## src/common/framing_drive_pkg.sv

```systemverilog
// Package with register map, field layout, reset values and control types for the framing block.
package framing_drive_pkg;

  // Register addresses on the host port.
  localparam logic [7:0] ADDR_CRC_RESULT_HIGH       = 8'h0e;
  localparam logic [7:0] ADDR_BIT_FRAMING_ADJUST    = 8'h0f;
  localparam logic [7:0] ADDR_ANTENNA_DRIVE_CONTROL = 8'h11;

  // Reset values.
  localparam logic [7:0] RESET_BIT_FRAMING_ADJUST    = 8'h00;
  localparam logic [7:0] RESET_ANTENNA_DRIVE_CONTROL = 8'h58;

  // Field positions of bit_framing_adjust.
  localparam int RX_OFFSET_LSB  = 4;
  localparam int TX_FINAL_LSB   = 0;
  // Field positions of antenna_drive_control.
  localparam int MOD_SEL_LSB    = 5;
  localparam int FIXED_ONE_BIT  = 4;
  localparam int DRIVE_B_INV    = 3;
  localparam int DRIVE_B_CW     = 2;
  localparam int DRIVE_B_EN     = 1;
  localparam int DRIVE_A_EN     = 0;

  // Constant level of a disabled driver.
  localparam logic DRIVER_IDLE_LEVEL = 1'b0;

  typedef enum logic [1:0] {
    MOD_LOW      = 2'b00,
    MOD_HIGH     = 2'b01,
    MOD_ENCODER  = 2'b10,
    MOD_EXTERNAL = 2'b11
  } mod_select_t;

  // Decoded driver control fields.
  typedef struct packed {
    mod_select_t modulator_input_select;
    logic        drive_b_invert;
    logic        drive_b_unmodulated;
    logic        drive_b_carrier_enable;
    logic        drive_a_carrier_enable;
  } drive_ctrl_t;

  // Framing fields toward the transmitter and receiver.
  typedef struct packed {
    logic [2:0] rx_bit_offset;
    logic [2:0] tx_final_bit_count;
  } framing_t;

endpackage

```

## src/rtl/bit_framing_tx_drive_control.sv

```systemverilog
// Register bank for CRC high byte, bit framing and antenna driver control.
//
// What this block does
// CRC high byte shows result MSB.
// High byte undefined after 8-bit CRC.
// First received bit lands at offset.
// Receive offset clears after reception completes.
// Send only final bit count bits.
// Final bit count clears after transmission.
// Select modulator input low, high, encoder, pin.
// Invert bit inverts second driver carrier.
// Unmodulated bit gives continuous second carrier.
// Second driver enable gates modulated carrier.
// First driver enable gates modulated carrier.
// Software keeps fixed and reserved bits.
`timescale 1ns/1ps
module bit_framing_tx_drive_control (
  // Clock and reset
  input  wire logic       CLOCK_IN,
  input  wire logic       RESETN_IN,
  // Host register port
  input  wire logic [7:0] ADDR_IN,
  input  wire logic [7:0] WDATA_IN,
  input  wire logic       WRITE_IN,
  input  wire logic       READ_IN,
  output logic [7:0]      RDATA_OUT,
  // CRC coprocessor
  input  wire logic [7:0] CRC_HIGH_IN,
  input  wire logic       CRC_DONE_FLAG_IN,
  input  wire logic       CRC_EIGHT_BIT_IN,
  // Transmitter framing
  input  wire logic       TX_LAST_BYTE_IN,
  input  wire logic       TX_BIT_SENT_IN,
  input  wire logic       TX_DONE_IN,
  output logic            TX_BYTE_END_OUT,
  // Receiver framing
  input  wire logic       RX_START_IN,
  input  wire logic       RX_BIT_VALID_IN,
  input  wire logic       RX_BIT_IN,
  input  wire logic       RX_DONE_IN,
  output logic [7:0]      RX_BYTE_OUT,
  output logic [7:0]      RX_MASK_OUT,
  output logic            RX_BYTE_VALID_OUT,
  // Modulation and antenna
  input  wire logic       CARRIER_IN,
  input  wire logic       ENCODER_IN,
  input  wire logic       EXTERNAL_MODULATOR_PIN_IN,
  output logic            MODULATOR_OUT,
  output logic            ANTENNA_DRIVE_A_OUT,
  output logic            ANTENNA_DRIVE_B_OUT
);

  logic [7:0] bit_framing_adjust_reg;
  logic [7:0] antenna_drive_control_reg;
  logic [7:0] crc_high_reg;
  logic [2:0] tx_bit_count_reg;
  logic       wr_framing;
  logic       wr_drive;
  logic [2:0] tx_limit;

  framing_drive_pkg::framing_t    framing;
  framing_drive_pkg::drive_ctrl_t drive_ctrl;

  assign wr_framing = WRITE_IN && (ADDR_IN == framing_drive_pkg::ADDR_BIT_FRAMING_ADJUST);
  assign wr_drive   = WRITE_IN && (ADDR_IN == framing_drive_pkg::ADDR_ANTENNA_DRIVE_CONTROL);

  assign framing.rx_bit_offset =
    bit_framing_adjust_reg[framing_drive_pkg::RX_OFFSET_LSB +: 3];
  assign framing.tx_final_bit_count =
    bit_framing_adjust_reg[framing_drive_pkg::TX_FINAL_LSB +: 3];

  assign drive_ctrl.modulator_input_select = framing_drive_pkg::mod_select_t'(
    antenna_drive_control_reg[framing_drive_pkg::MOD_SEL_LSB +: 2]);
  assign drive_ctrl.drive_b_invert =
    antenna_drive_control_reg[framing_drive_pkg::DRIVE_B_INV];
  assign drive_ctrl.drive_b_unmodulated =
    antenna_drive_control_reg[framing_drive_pkg::DRIVE_B_CW];
  assign drive_ctrl.drive_b_carrier_enable =
    antenna_drive_control_reg[framing_drive_pkg::DRIVE_B_EN];
  assign drive_ctrl.drive_a_carrier_enable =
    antenna_drive_control_reg[framing_drive_pkg::DRIVE_A_EN];

  // Framing register: hardware clears win over a same-cycle software write,
  // because the write belongs to a frame that has already ended.
  always_ff @(posedge CLOCK_IN or negedge RESETN_IN) begin
    if (!RESETN_IN) begin
      bit_framing_adjust_reg <= framing_drive_pkg::RESET_BIT_FRAMING_ADJUST;
    end else begin
      if (wr_framing) begin
        // Reserved bits 7 and 3 are kept at zero regardless of software.
        bit_framing_adjust_reg <= WDATA_IN & 8'h77;
      end
      if (RX_DONE_IN) begin
        bit_framing_adjust_reg[framing_drive_pkg::RX_OFFSET_LSB +: 3] <= 3'h0;
      end
      if (TX_DONE_IN) begin
        bit_framing_adjust_reg[framing_drive_pkg::TX_FINAL_LSB +: 3] <= 3'h0;
      end
    end
  end

  // Driver control register; fixed bits are stored as written, software keeps them.
  always_ff @(posedge CLOCK_IN or negedge RESETN_IN) begin
    if (!RESETN_IN) begin
      antenna_drive_control_reg <= framing_drive_pkg::RESET_ANTENNA_DRIVE_CONTROL;
    end else if (wr_drive) begin
      antenna_drive_control_reg <= WDATA_IN;
    end
  end

  // CRC high byte is captured when the coprocessor finishes; for an 8-bit CRC the
  // byte is left as it was, which is undefined from the software point of view.
  always_ff @(posedge CLOCK_IN or negedge RESETN_IN) begin
    if (!RESETN_IN) begin
      crc_high_reg <= 8'h00;
    end else if (CRC_DONE_FLAG_IN && !CRC_EIGHT_BIT_IN) begin
      crc_high_reg <= CRC_HIGH_IN;
    end
  end

  // Read data is registered, one cycle after the read strobe.
  always_ff @(posedge CLOCK_IN or negedge RESETN_IN) begin
    if (!RESETN_IN) begin
      RDATA_OUT <= 8'h00;
    end else if (READ_IN) begin
      case (ADDR_IN)
        framing_drive_pkg::ADDR_CRC_RESULT_HIGH:       RDATA_OUT <= crc_high_reg;
        framing_drive_pkg::ADDR_BIT_FRAMING_ADJUST:    RDATA_OUT <= bit_framing_adjust_reg;
        framing_drive_pkg::ADDR_ANTENNA_DRIVE_CONTROL: RDATA_OUT <= antenna_drive_control_reg;
        default:                                       RDATA_OUT <= 8'h00;
      endcase
    end
  end

  // Final transmit byte ends after the programmed bit count; zero means eight bits.
  assign tx_limit = (framing.tx_final_bit_count == 3'h0) ? 3'h7
                    : framing.tx_final_bit_count - 3'h1;

  always_ff @(posedge CLOCK_IN or negedge RESETN_IN) begin
    if (!RESETN_IN) begin
      tx_bit_count_reg <= 3'h0;
      TX_BYTE_END_OUT  <= 1'b0;
    end else begin
      TX_BYTE_END_OUT <= 1'b0;
      if (TX_DONE_IN) begin
        tx_bit_count_reg <= 3'h0;
      end else if (TX_BIT_SENT_IN) begin
        if (TX_LAST_BYTE_IN ? (tx_bit_count_reg == tx_limit) : (tx_bit_count_reg == 3'h7)) begin
          tx_bit_count_reg <= 3'h0;
          TX_BYTE_END_OUT  <= 1'b1;
        end else begin
          tx_bit_count_reg <= tx_bit_count_reg + 3'h1;
        end
      end
    end
  end

  rx_bit_placer u_rx_bit_placer (
    .clock_in          (CLOCK_IN),
    .resetn_in         (RESETN_IN),
    .rx_start_in       (RX_START_IN),
    .rx_bit_offset_in  (framing.rx_bit_offset),
    .rx_bit_valid_in   (RX_BIT_VALID_IN),
    .rx_bit_in         (RX_BIT_IN),
    .rx_end_in         (RX_DONE_IN),
    .rx_byte_out       (RX_BYTE_OUT),
    .rx_mask_out       (RX_MASK_OUT),
    .rx_byte_valid_out (RX_BYTE_VALID_OUT)
  );

  antenna_driver_mux u_antenna_driver_mux (
    .clock_in                  (CLOCK_IN),
    .resetn_in                 (RESETN_IN),
    .ctrl_in                   (drive_ctrl),
    .carrier_in                (CARRIER_IN),
    .encoder_in                (ENCODER_IN),
    .external_modulator_pin_in (EXTERNAL_MODULATOR_PIN_IN),
    .drive_a_out               (ANTENNA_DRIVE_A_OUT),
    .drive_b_out               (ANTENNA_DRIVE_B_OUT),
    .modulator_out             (MODULATOR_OUT)
  );

  rx_clear_a: assert property (@(posedge CLOCK_IN) disable iff (!RESETN_IN)
    RX_DONE_IN |=> framing.rx_bit_offset == 3'h0)
    else $error("Receive offset not cleared after reception.");
  tx_clear_a: assert property (@(posedge CLOCK_IN) disable iff (!RESETN_IN)
    TX_DONE_IN |=> framing.tx_final_bit_count == 3'h0)
    else $error("Final bit count not cleared after transmission.");
  crc_read_a: assert property (@(posedge CLOCK_IN) disable iff (!RESETN_IN)
    (CRC_DONE_FLAG_IN && !CRC_EIGHT_BIT_IN) ##1
      (READ_IN && ADDR_IN == framing_drive_pkg::ADDR_CRC_RESULT_HIGH && !CRC_DONE_FLAG_IN)
      |=> RDATA_OUT == $past(CRC_HIGH_IN, 2))
    else $error("CRC high byte readback wrong.");
  tx_full_byte_a: assert property (@(posedge CLOCK_IN) disable iff (!RESETN_IN)
    (TX_BIT_SENT_IN && !TX_DONE_IN && TX_LAST_BYTE_IN && tx_bit_count_reg == tx_limit)
      |=> TX_BYTE_END_OUT && tx_bit_count_reg == 3'h0)
    else $error("Final byte did not end at the bit count.");
  reserved_zero_a: assert property (@(posedge CLOCK_IN) disable iff (!RESETN_IN)
    wr_framing |=> (bit_framing_adjust_reg & 8'h88) == 8'h00)
    else $error("Reserved framing bits not zero.");

endmodule

```

## src/rtl/antenna_driver_mux.sv

```systemverilog
// Modulator source selection and carrier gating for both antenna drivers.
`timescale 1ns/1ps
module antenna_driver_mux (
  // Clock and reset
  input  wire logic                        clock_in,
  input  wire logic                        resetn_in,
  // Control
  input  wire framing_drive_pkg::drive_ctrl_t ctrl_in,
  // Signal sources
  input  wire logic                        carrier_in,
  input  wire logic                        encoder_in,
  input  wire logic                        external_modulator_pin_in,
  // Driver outputs
  output logic                             drive_a_out,
  output logic                             drive_b_out,
  output logic                             modulator_out
);

  logic mod_input;
  logic modulated;
  logic b_carrier;

  always_comb begin
    case (ctrl_in.modulator_input_select)
      framing_drive_pkg::MOD_LOW:      mod_input = 1'b0;
      framing_drive_pkg::MOD_HIGH:     mod_input = 1'b1;
      framing_drive_pkg::MOD_ENCODER:  mod_input = encoder_in;
      framing_drive_pkg::MOD_EXTERNAL: mod_input = external_modulator_pin_in;
      default:                         mod_input = 1'b0;
    endcase
  end

  // Modulation high lets the carrier through; low pauses it.
  assign modulated = carrier_in & mod_input;
  // The unmodulated choice keeps the raw carrier on the second driver.
  assign b_carrier = (ctrl_in.drive_b_unmodulated ? carrier_in : modulated)
                     ^ ctrl_in.drive_b_invert;

  // Outputs are registered so the top sees glitch-free levels.
  always_ff @(posedge clock_in or negedge resetn_in) begin
    if (!resetn_in) begin
      drive_a_out   <= framing_drive_pkg::DRIVER_IDLE_LEVEL;
      drive_b_out   <= framing_drive_pkg::DRIVER_IDLE_LEVEL;
      modulator_out <= 1'b0;
    end else begin
      drive_a_out   <= ctrl_in.drive_a_carrier_enable ? modulated
                       : framing_drive_pkg::DRIVER_IDLE_LEVEL;
      drive_b_out   <= ctrl_in.drive_b_carrier_enable ? b_carrier
                       : framing_drive_pkg::DRIVER_IDLE_LEVEL;
      modulator_out <= mod_input;
    end
  end

  drive_a_idle_a: assert property (@(posedge clock_in) disable iff (!resetn_in)
    !ctrl_in.drive_a_carrier_enable |=> drive_a_out == framing_drive_pkg::DRIVER_IDLE_LEVEL)
    else $error("Drive a not idle while disabled.");
  drive_a_mod_a: assert property (@(posedge clock_in) disable iff (!resetn_in)
    ctrl_in.drive_a_carrier_enable |=> drive_a_out == $past(carrier_in & mod_input))
    else $error("Drive a does not follow the modulated carrier.");
  drive_b_idle_a: assert property (@(posedge clock_in) disable iff (!resetn_in)
    !ctrl_in.drive_b_carrier_enable |=> drive_b_out == framing_drive_pkg::DRIVER_IDLE_LEVEL)
    else $error("Drive b not idle while disabled.");
  drive_b_cw_a: assert property (@(posedge clock_in) disable iff (!resetn_in)
    (ctrl_in.drive_b_carrier_enable && ctrl_in.drive_b_unmodulated)
      |=> drive_b_out == ($past(carrier_in) ^ $past(ctrl_in.drive_b_invert)))
    else $error("Drive b not the unmodulated carrier.");
  drive_b_inv_a: assert property (@(posedge clock_in) disable iff (!resetn_in)
    (ctrl_in.drive_b_carrier_enable && ctrl_in.drive_b_invert && !ctrl_in.drive_b_unmodulated)
      |=> drive_b_out == !$past(modulated))
    else $error("Drive b not inverted.");
  mod_low_a: assert property (@(posedge clock_in) disable iff (!resetn_in)
    ctrl_in.modulator_input_select == framing_drive_pkg::MOD_LOW |=> !modulator_out)
    else $error("Modulator input not low.");
  mod_ext_a: assert property (@(posedge clock_in) disable iff (!resetn_in)
    ctrl_in.modulator_input_select == framing_drive_pkg::MOD_EXTERNAL
      |=> modulator_out == $past(external_modulator_pin_in))
    else $error("Modulator input not from the external pin.");

endmodule

```

## src/rtl/rx_bit_placer.sv

```systemverilog
// Places received bits into buffer bytes starting at the programmed bit offset.
`timescale 1ns/1ps
module rx_bit_placer (
  // Clock and reset
  input  wire logic       clock_in,
  input  wire logic       resetn_in,
  // Control
  input  wire logic       rx_start_in,
  input  wire logic [2:0] rx_bit_offset_in,
  input  wire logic       rx_bit_valid_in,
  input  wire logic       rx_bit_in,
  input  wire logic       rx_end_in,
  // Byte output
  output logic [7:0]      rx_byte_out,
  output logic [7:0]      rx_mask_out,
  output logic            rx_byte_valid_out
);

  logic [2:0] pos_reg;
  logic [7:0] byte_reg;
  logic [7:0] mask_reg;
  logic       active_reg;

  // A partial byte is flushed with its mask so the buffer can merge it.
  always_ff @(posedge clock_in or negedge resetn_in) begin
    if (!resetn_in) begin
      pos_reg           <= 3'h0;
      byte_reg          <= 8'h00;
      mask_reg          <= 8'h00;
      active_reg        <= 1'b0;
      rx_byte_out       <= 8'h00;
      rx_mask_out       <= 8'h00;
      rx_byte_valid_out <= 1'b0;
    end else begin
      rx_byte_valid_out <= 1'b0;
      if (rx_start_in) begin
        pos_reg    <= rx_bit_offset_in;
        byte_reg   <= 8'h00;
        mask_reg   <= 8'h00;
        active_reg <= 1'b1;
      end else if (active_reg && rx_bit_valid_in) begin
        pos_reg <= pos_reg + 3'h1;
        if (pos_reg == 3'h7) begin
          rx_byte_out       <= byte_reg | ({7'h00, rx_bit_in} << pos_reg);
          rx_mask_out       <= mask_reg | 8'h80;
          rx_byte_valid_out <= 1'b1;
          byte_reg          <= 8'h00;
          mask_reg          <= 8'h00;
        end else begin
          byte_reg <= byte_reg | ({7'h00, rx_bit_in} << pos_reg);
          mask_reg <= mask_reg | (8'h01 << pos_reg);
        end
      end else if (active_reg && rx_end_in) begin
        active_reg        <= 1'b0;
        rx_byte_out       <= byte_reg;
        rx_mask_out       <= mask_reg;
        rx_byte_valid_out <= mask_reg != 8'h00;
      end
    end
  end

  first_bit_a: assert property (@(posedge clock_in) disable iff (!resetn_in)
    rx_start_in |=> pos_reg == $past(rx_bit_offset_in))
    else $error("First bit position differs from the offset.");
  wrap_a: assert property (@(posedge clock_in) disable iff (!resetn_in)
    (active_reg && !rx_start_in && rx_bit_valid_in && pos_reg == 3'h7)
      |=> rx_byte_valid_out && pos_reg == 3'h0)
    else $error("Bit 7 did not close the byte.");

endmodule

```

## config.mk

```make
export PLATFORM = sky130hd
export DESIGN_NAME = bit_framing_tx_drive_control
export DESIGN_NICKNAME = d
export VERILOG_FILES = /design/src/common/framing_drive_pkg.sv /design/src/rtl/bit_framing_tx_drive_control.sv /design/src/rtl/antenna_driver_mux.sv /design/src/rtl/rx_bit_placer.sv
export SDC_FILE = /design/constraint.sdc
export NUM_CORES = 1
export LEC_CHECK = 0
export BUFFER_PORTS_ARGS = -buffer_cell sky130_fd_sc_hd__buf_2
export CAP_MARGIN = 20
export CORE_UTILIZATION = 54
export DETAILED_ROUTE_END_ITERATION = 7
export GPL_TIMING_DRIVEN = 0
export PLACE_DENSITY_LB_ADDON = 0.05
export SETUP_SLACK_MARGIN = 0.4
export SYNTH_ARGS = -nofsm -noshare
export SYNTH_HDL_FRONTEND = slang
export SYNTH_SLANG_ARGS = --single-unit
```

## constraint.sdc

```tcl
create_clock -name CLOCK_IN -period 2.6 [get_ports CLOCK_IN]
set_input_delay 0.52 -clock CLOCK_IN [delete_from_list [all_inputs] [get_ports CLOCK_IN]]
set_output_delay 0.52 -clock CLOCK_IN [all_outputs]
set_load 0.02 [all_outputs]
```

==> results.json <==
{
  "dr.pass1.iters": 4,
  "wire_per_inst_um": 15.0,
  "hp-class": "input pin to flop",
  "htreeDepth": 3,
  "place_congestion": 0.821,
  "synth_edf_count": 0,
  "die-width_um": 80.8,
  "rows": 28,
  "design.die.area_um2": 6540,
  "clkSinkCount": 74,
  "syn_avg_cell_area_um2": 11.3,
  "drc": 0,
  "worstReg2RegStart": "u_rx_bit_placer.pos_reg[0]$_DFFE_PN0P_",
  "setup_ws_ns": 0.599,
  "synth_xor_area_share_pct": 1.04,
  "p_int_mw": 2.06,
  "drv_slew": 0,
  "core_region_area_um2": 5960,
  "ff_latch_area_um2": 1860,
  "clk_pin_slew_worst_paths_ns": 0.07,
  "first_iter_violations": 121,
  "instances_no_fill": 453,
  "grt-ovfl-total": 0,
  "dp_hpwl_um": 4890,
  "critPathCaptureType": "flop",
  "maxCapViolCount": 0,
  "seq_area_frac_synth_pct": 55.3,
  "antenna-diode-count": 0,
  "synth_top_family_by_area": "multiplexers",
  "power.density_nw_per_um2": 666,
  "synthAdderAreaFrac_pct": 2.98,
  "rsz0062_at_grt": "no",
  "min_period_over_period_pct": 77.0,
  "drt_wl_total_um": 6800,
  "setup_viol": 0,
  "finalClockSkew_ns": 0.00937,
  "start_util_pct": 56.4,
  "syn_area_um2": 3360,
  "max_freq_mhz": 500,
  "synthToLayoutAreaGrowth_pct": 21.3,
  "io_pins": 69,
  "die_h_um": 80.8,
  "synthArstFlopShare_pct": 100,
  "cts_buffers": 9,
  "p_sw_mw": 0.653,
  "worstPathArrival_ns": 2.23,
  "netlist-cell-type-count": 43,
  "worstHoldPathCells": 2,
  "swShare_pct": 24.1,
  "slew_headroom_pct": 69.9,
  "grt_pass1_wl_um": 10900,
  "ff2ff_path_depth": 6,
  "io_buffers": 65,
  "muxShareOfSynthArea_pct": 13.4,
  "r2r_slack_ns": 0.60,
  "final_cell_mix": "dfrtp_1 (69), buf_2 (67), nor2_1 (35)",
  "cp_data_required_time_ns": 2.83,
  "status": "finished clean",
  "drt-vias-per-instance": 5.40,
  "setup.worst_path.start_class": "flop",
  "tightest_slew_ns": 0.452,
  "synth_simple_gate_area_share_pct": 13.2,
  "cts_buffer_depth": 2,
  "multi_input_area_um2": 1380,
  "ys.flop_type": "dfrtp_1",
  "ys_ff_latch": 74,
  "timing.setup.tns_ns": 0,
  "final_common_cell": "dfrtp_1",
  "grt_use_total_pct": 22.6,
  "startpoint": "u_rx_bit_placer.pos_reg[0]$_DFFE_PN0P_",
  "grt_pass1_vias": 2281,
  "min_from": "WDATA_IN[7]",
  "synth_warnings": 0,
  "postSynthCellCount": 296,
  "place_worst_setup_slack_ns": 0.485,
  "utilization_pct": 68.4,
  "nets": 422,
  "combPwrFrac_pct": 12.3,
  "root_buffer": "clkbuf_8",
  "leakagePower_nw": 2.00,
  "grt_start_max_net_pins": 74,
  "fill_cells": 473,
  "pwr-share-seq_pct": 47.3,
  "fin_crit_ns": 2.00,
  "p_total_mw": 2.71,
  "cts_tree": "done",
  "synth_compound_area_share_pct": 10.5,
  "hold_viol_final": 0,
  "worstSetupPathType": "flop to flop",
  "clock_power_share_pct": 40.4,
  "antenna_found_initial": 0,
  "ir_worst_vdd_v": 0.000457,
  "syn_nets": 344,
  "clkLatencyLatePin_ns": 0.34,
  "r2r-end": "u_rx_bit_placer.rx_mask_out[5]$_DFFE_PN0P_",
  "critPathMaxFanout": 10,
  "dp.cells": 437,
  "hold_end": "antenna_drive_control_reg[7]$_DFFE_PN0P_",
  "drive_gt1_share_pct": 32.0,
  "final_antenna_net_count": 0,
  "vias": 2445
}
-- critical path, cell delays in order (launching register included) --
cell and delay [ns]:
dfrtp_2 0.46, ha_1 0.20, ha_1 0.21, nand2_1 0.08
a21oi_2 0.29, clkbuf_4 0.29, mux2_2 0.36
-- cell usage after synthesis, types with 2 or more instances --
library cell,instances,share of area [%]
inv_1,20,2.2
clkbuf_1,4,0.45
a21oi_1,28,4.2
nand2b_1,4,0.75
dfstp_2,3,2.3
ha_1,8,3.0
nor3_4,2,0.97
nor4_1,2,0.37
dfrtp_1,71,53
nor2b_1,5,0.93
o21ai_0,6,0.89
mux2i_1,16,4.8
mux2_4,8,3.6
and3_1,4,0.75
nand2_1,10,1.1
and2_1,2,0.37
nor2_1,35,3.9
a22oi_1,2,0.45
a31oi_1,5,0.93
nor3_1,9,1.3
a21o_1,2,0.45
buf_2,4,0.60
mux2_2,15,5.0
xnor2_1,4,1.0
a41oi_1,2,0.52
o22ai_1,8,1.5
-- logic make-up after synthesis --
| family | Yosys count |
|---|---|
| compound gates | 59 |
| simple gates | 83 |
| mux | 39 |
| fa+ha+maj | 8 |
| buf+inv | 29 |
| flops | 74 |
| xor+xnor | 4 |
-- routing by layer --
metal	wire length, µm	GRT usage [%]	vias up
met5	0	0	-
met4	95	9.11	0
met3	274	4.27	8
met2	3000	33.6	63
met1	3430	32.5	1179
li1	-	-	1195
-- how the worst max path moves through the flow --
stage / endpoint / slack, ns / cells past startpoint
2_1_floorplan: u_rx_bit_placer.rx_mask_out[4]$_DFFE_PN0P_ / 0.81 / 6
3_3_place_gp: u_rx_bit_placer.rx_mask_out[4]$_DFFE_PN0P_ / 0.53 / 6
3_5_place_dp: u_rx_bit_placer.rx_mask_out[5]$_DFFE_PN0P_ / 0.49 / 6
4_1_cts: u_rx_bit_placer.rx_mask_out[5]$_DFFE_PN0P_ / 0.45 / 6
5_1_grt: u_rx_bit_placer.rx_mask_out[5]$_DFFE_PN0P_ / 0.45 / 6
6_report: u_rx_bit_placer.rx_mask_out[5]$_DFFE_PN0P_ / 0.60 / 6
-- power groups by stage --
stage / Clock (mW) / Combinational (mW) / Sequential [mW]
global route: 1.16 / 0.370 / 1.29
CTS: 1.12 / 0.338 / 1.28
floorplan: 0 / 0.153 / 1.34
global placement: 0 / 0.321 / 1.30
detailed placement: 0 / 0.335 / 1.30
finish: 1.09 / 0.333 / 1.28
-- stage by stage --
stage / area, µm² / hold slack (ns)
6_report: 4070 / 0.403
5_1_grt: 4070 / 0.394
4_1_cts: 4070 / 0.393
3_5_place_dp: 3810 / 0.321
3_3_place_gp: 3780 / 0.460
2_1_floorplan: 3360 / 0.224
-- repair_timing --
item	in CTS	in global routing
setup endpoints to repair	0	3
endpoints found under the hold margin	1	0
setup buffers	0	0
gates resized for setup	0	3
hold buffers	1	0
-- final cells by class --
cell class / count / share of cell area [%]
clock inverter: 4 / 2.43
sequential: 74 / 45.6
buffer: 9 / 1.20
clock buffer: 11 / 3.72
tap: 75 / 2.30
timing repair buffer: 67 / 8.97
inverter: 20 / 1.84
multi-input combinational: 193 / 33.9
Note: power is estimated with default switching activity, not from simulation.
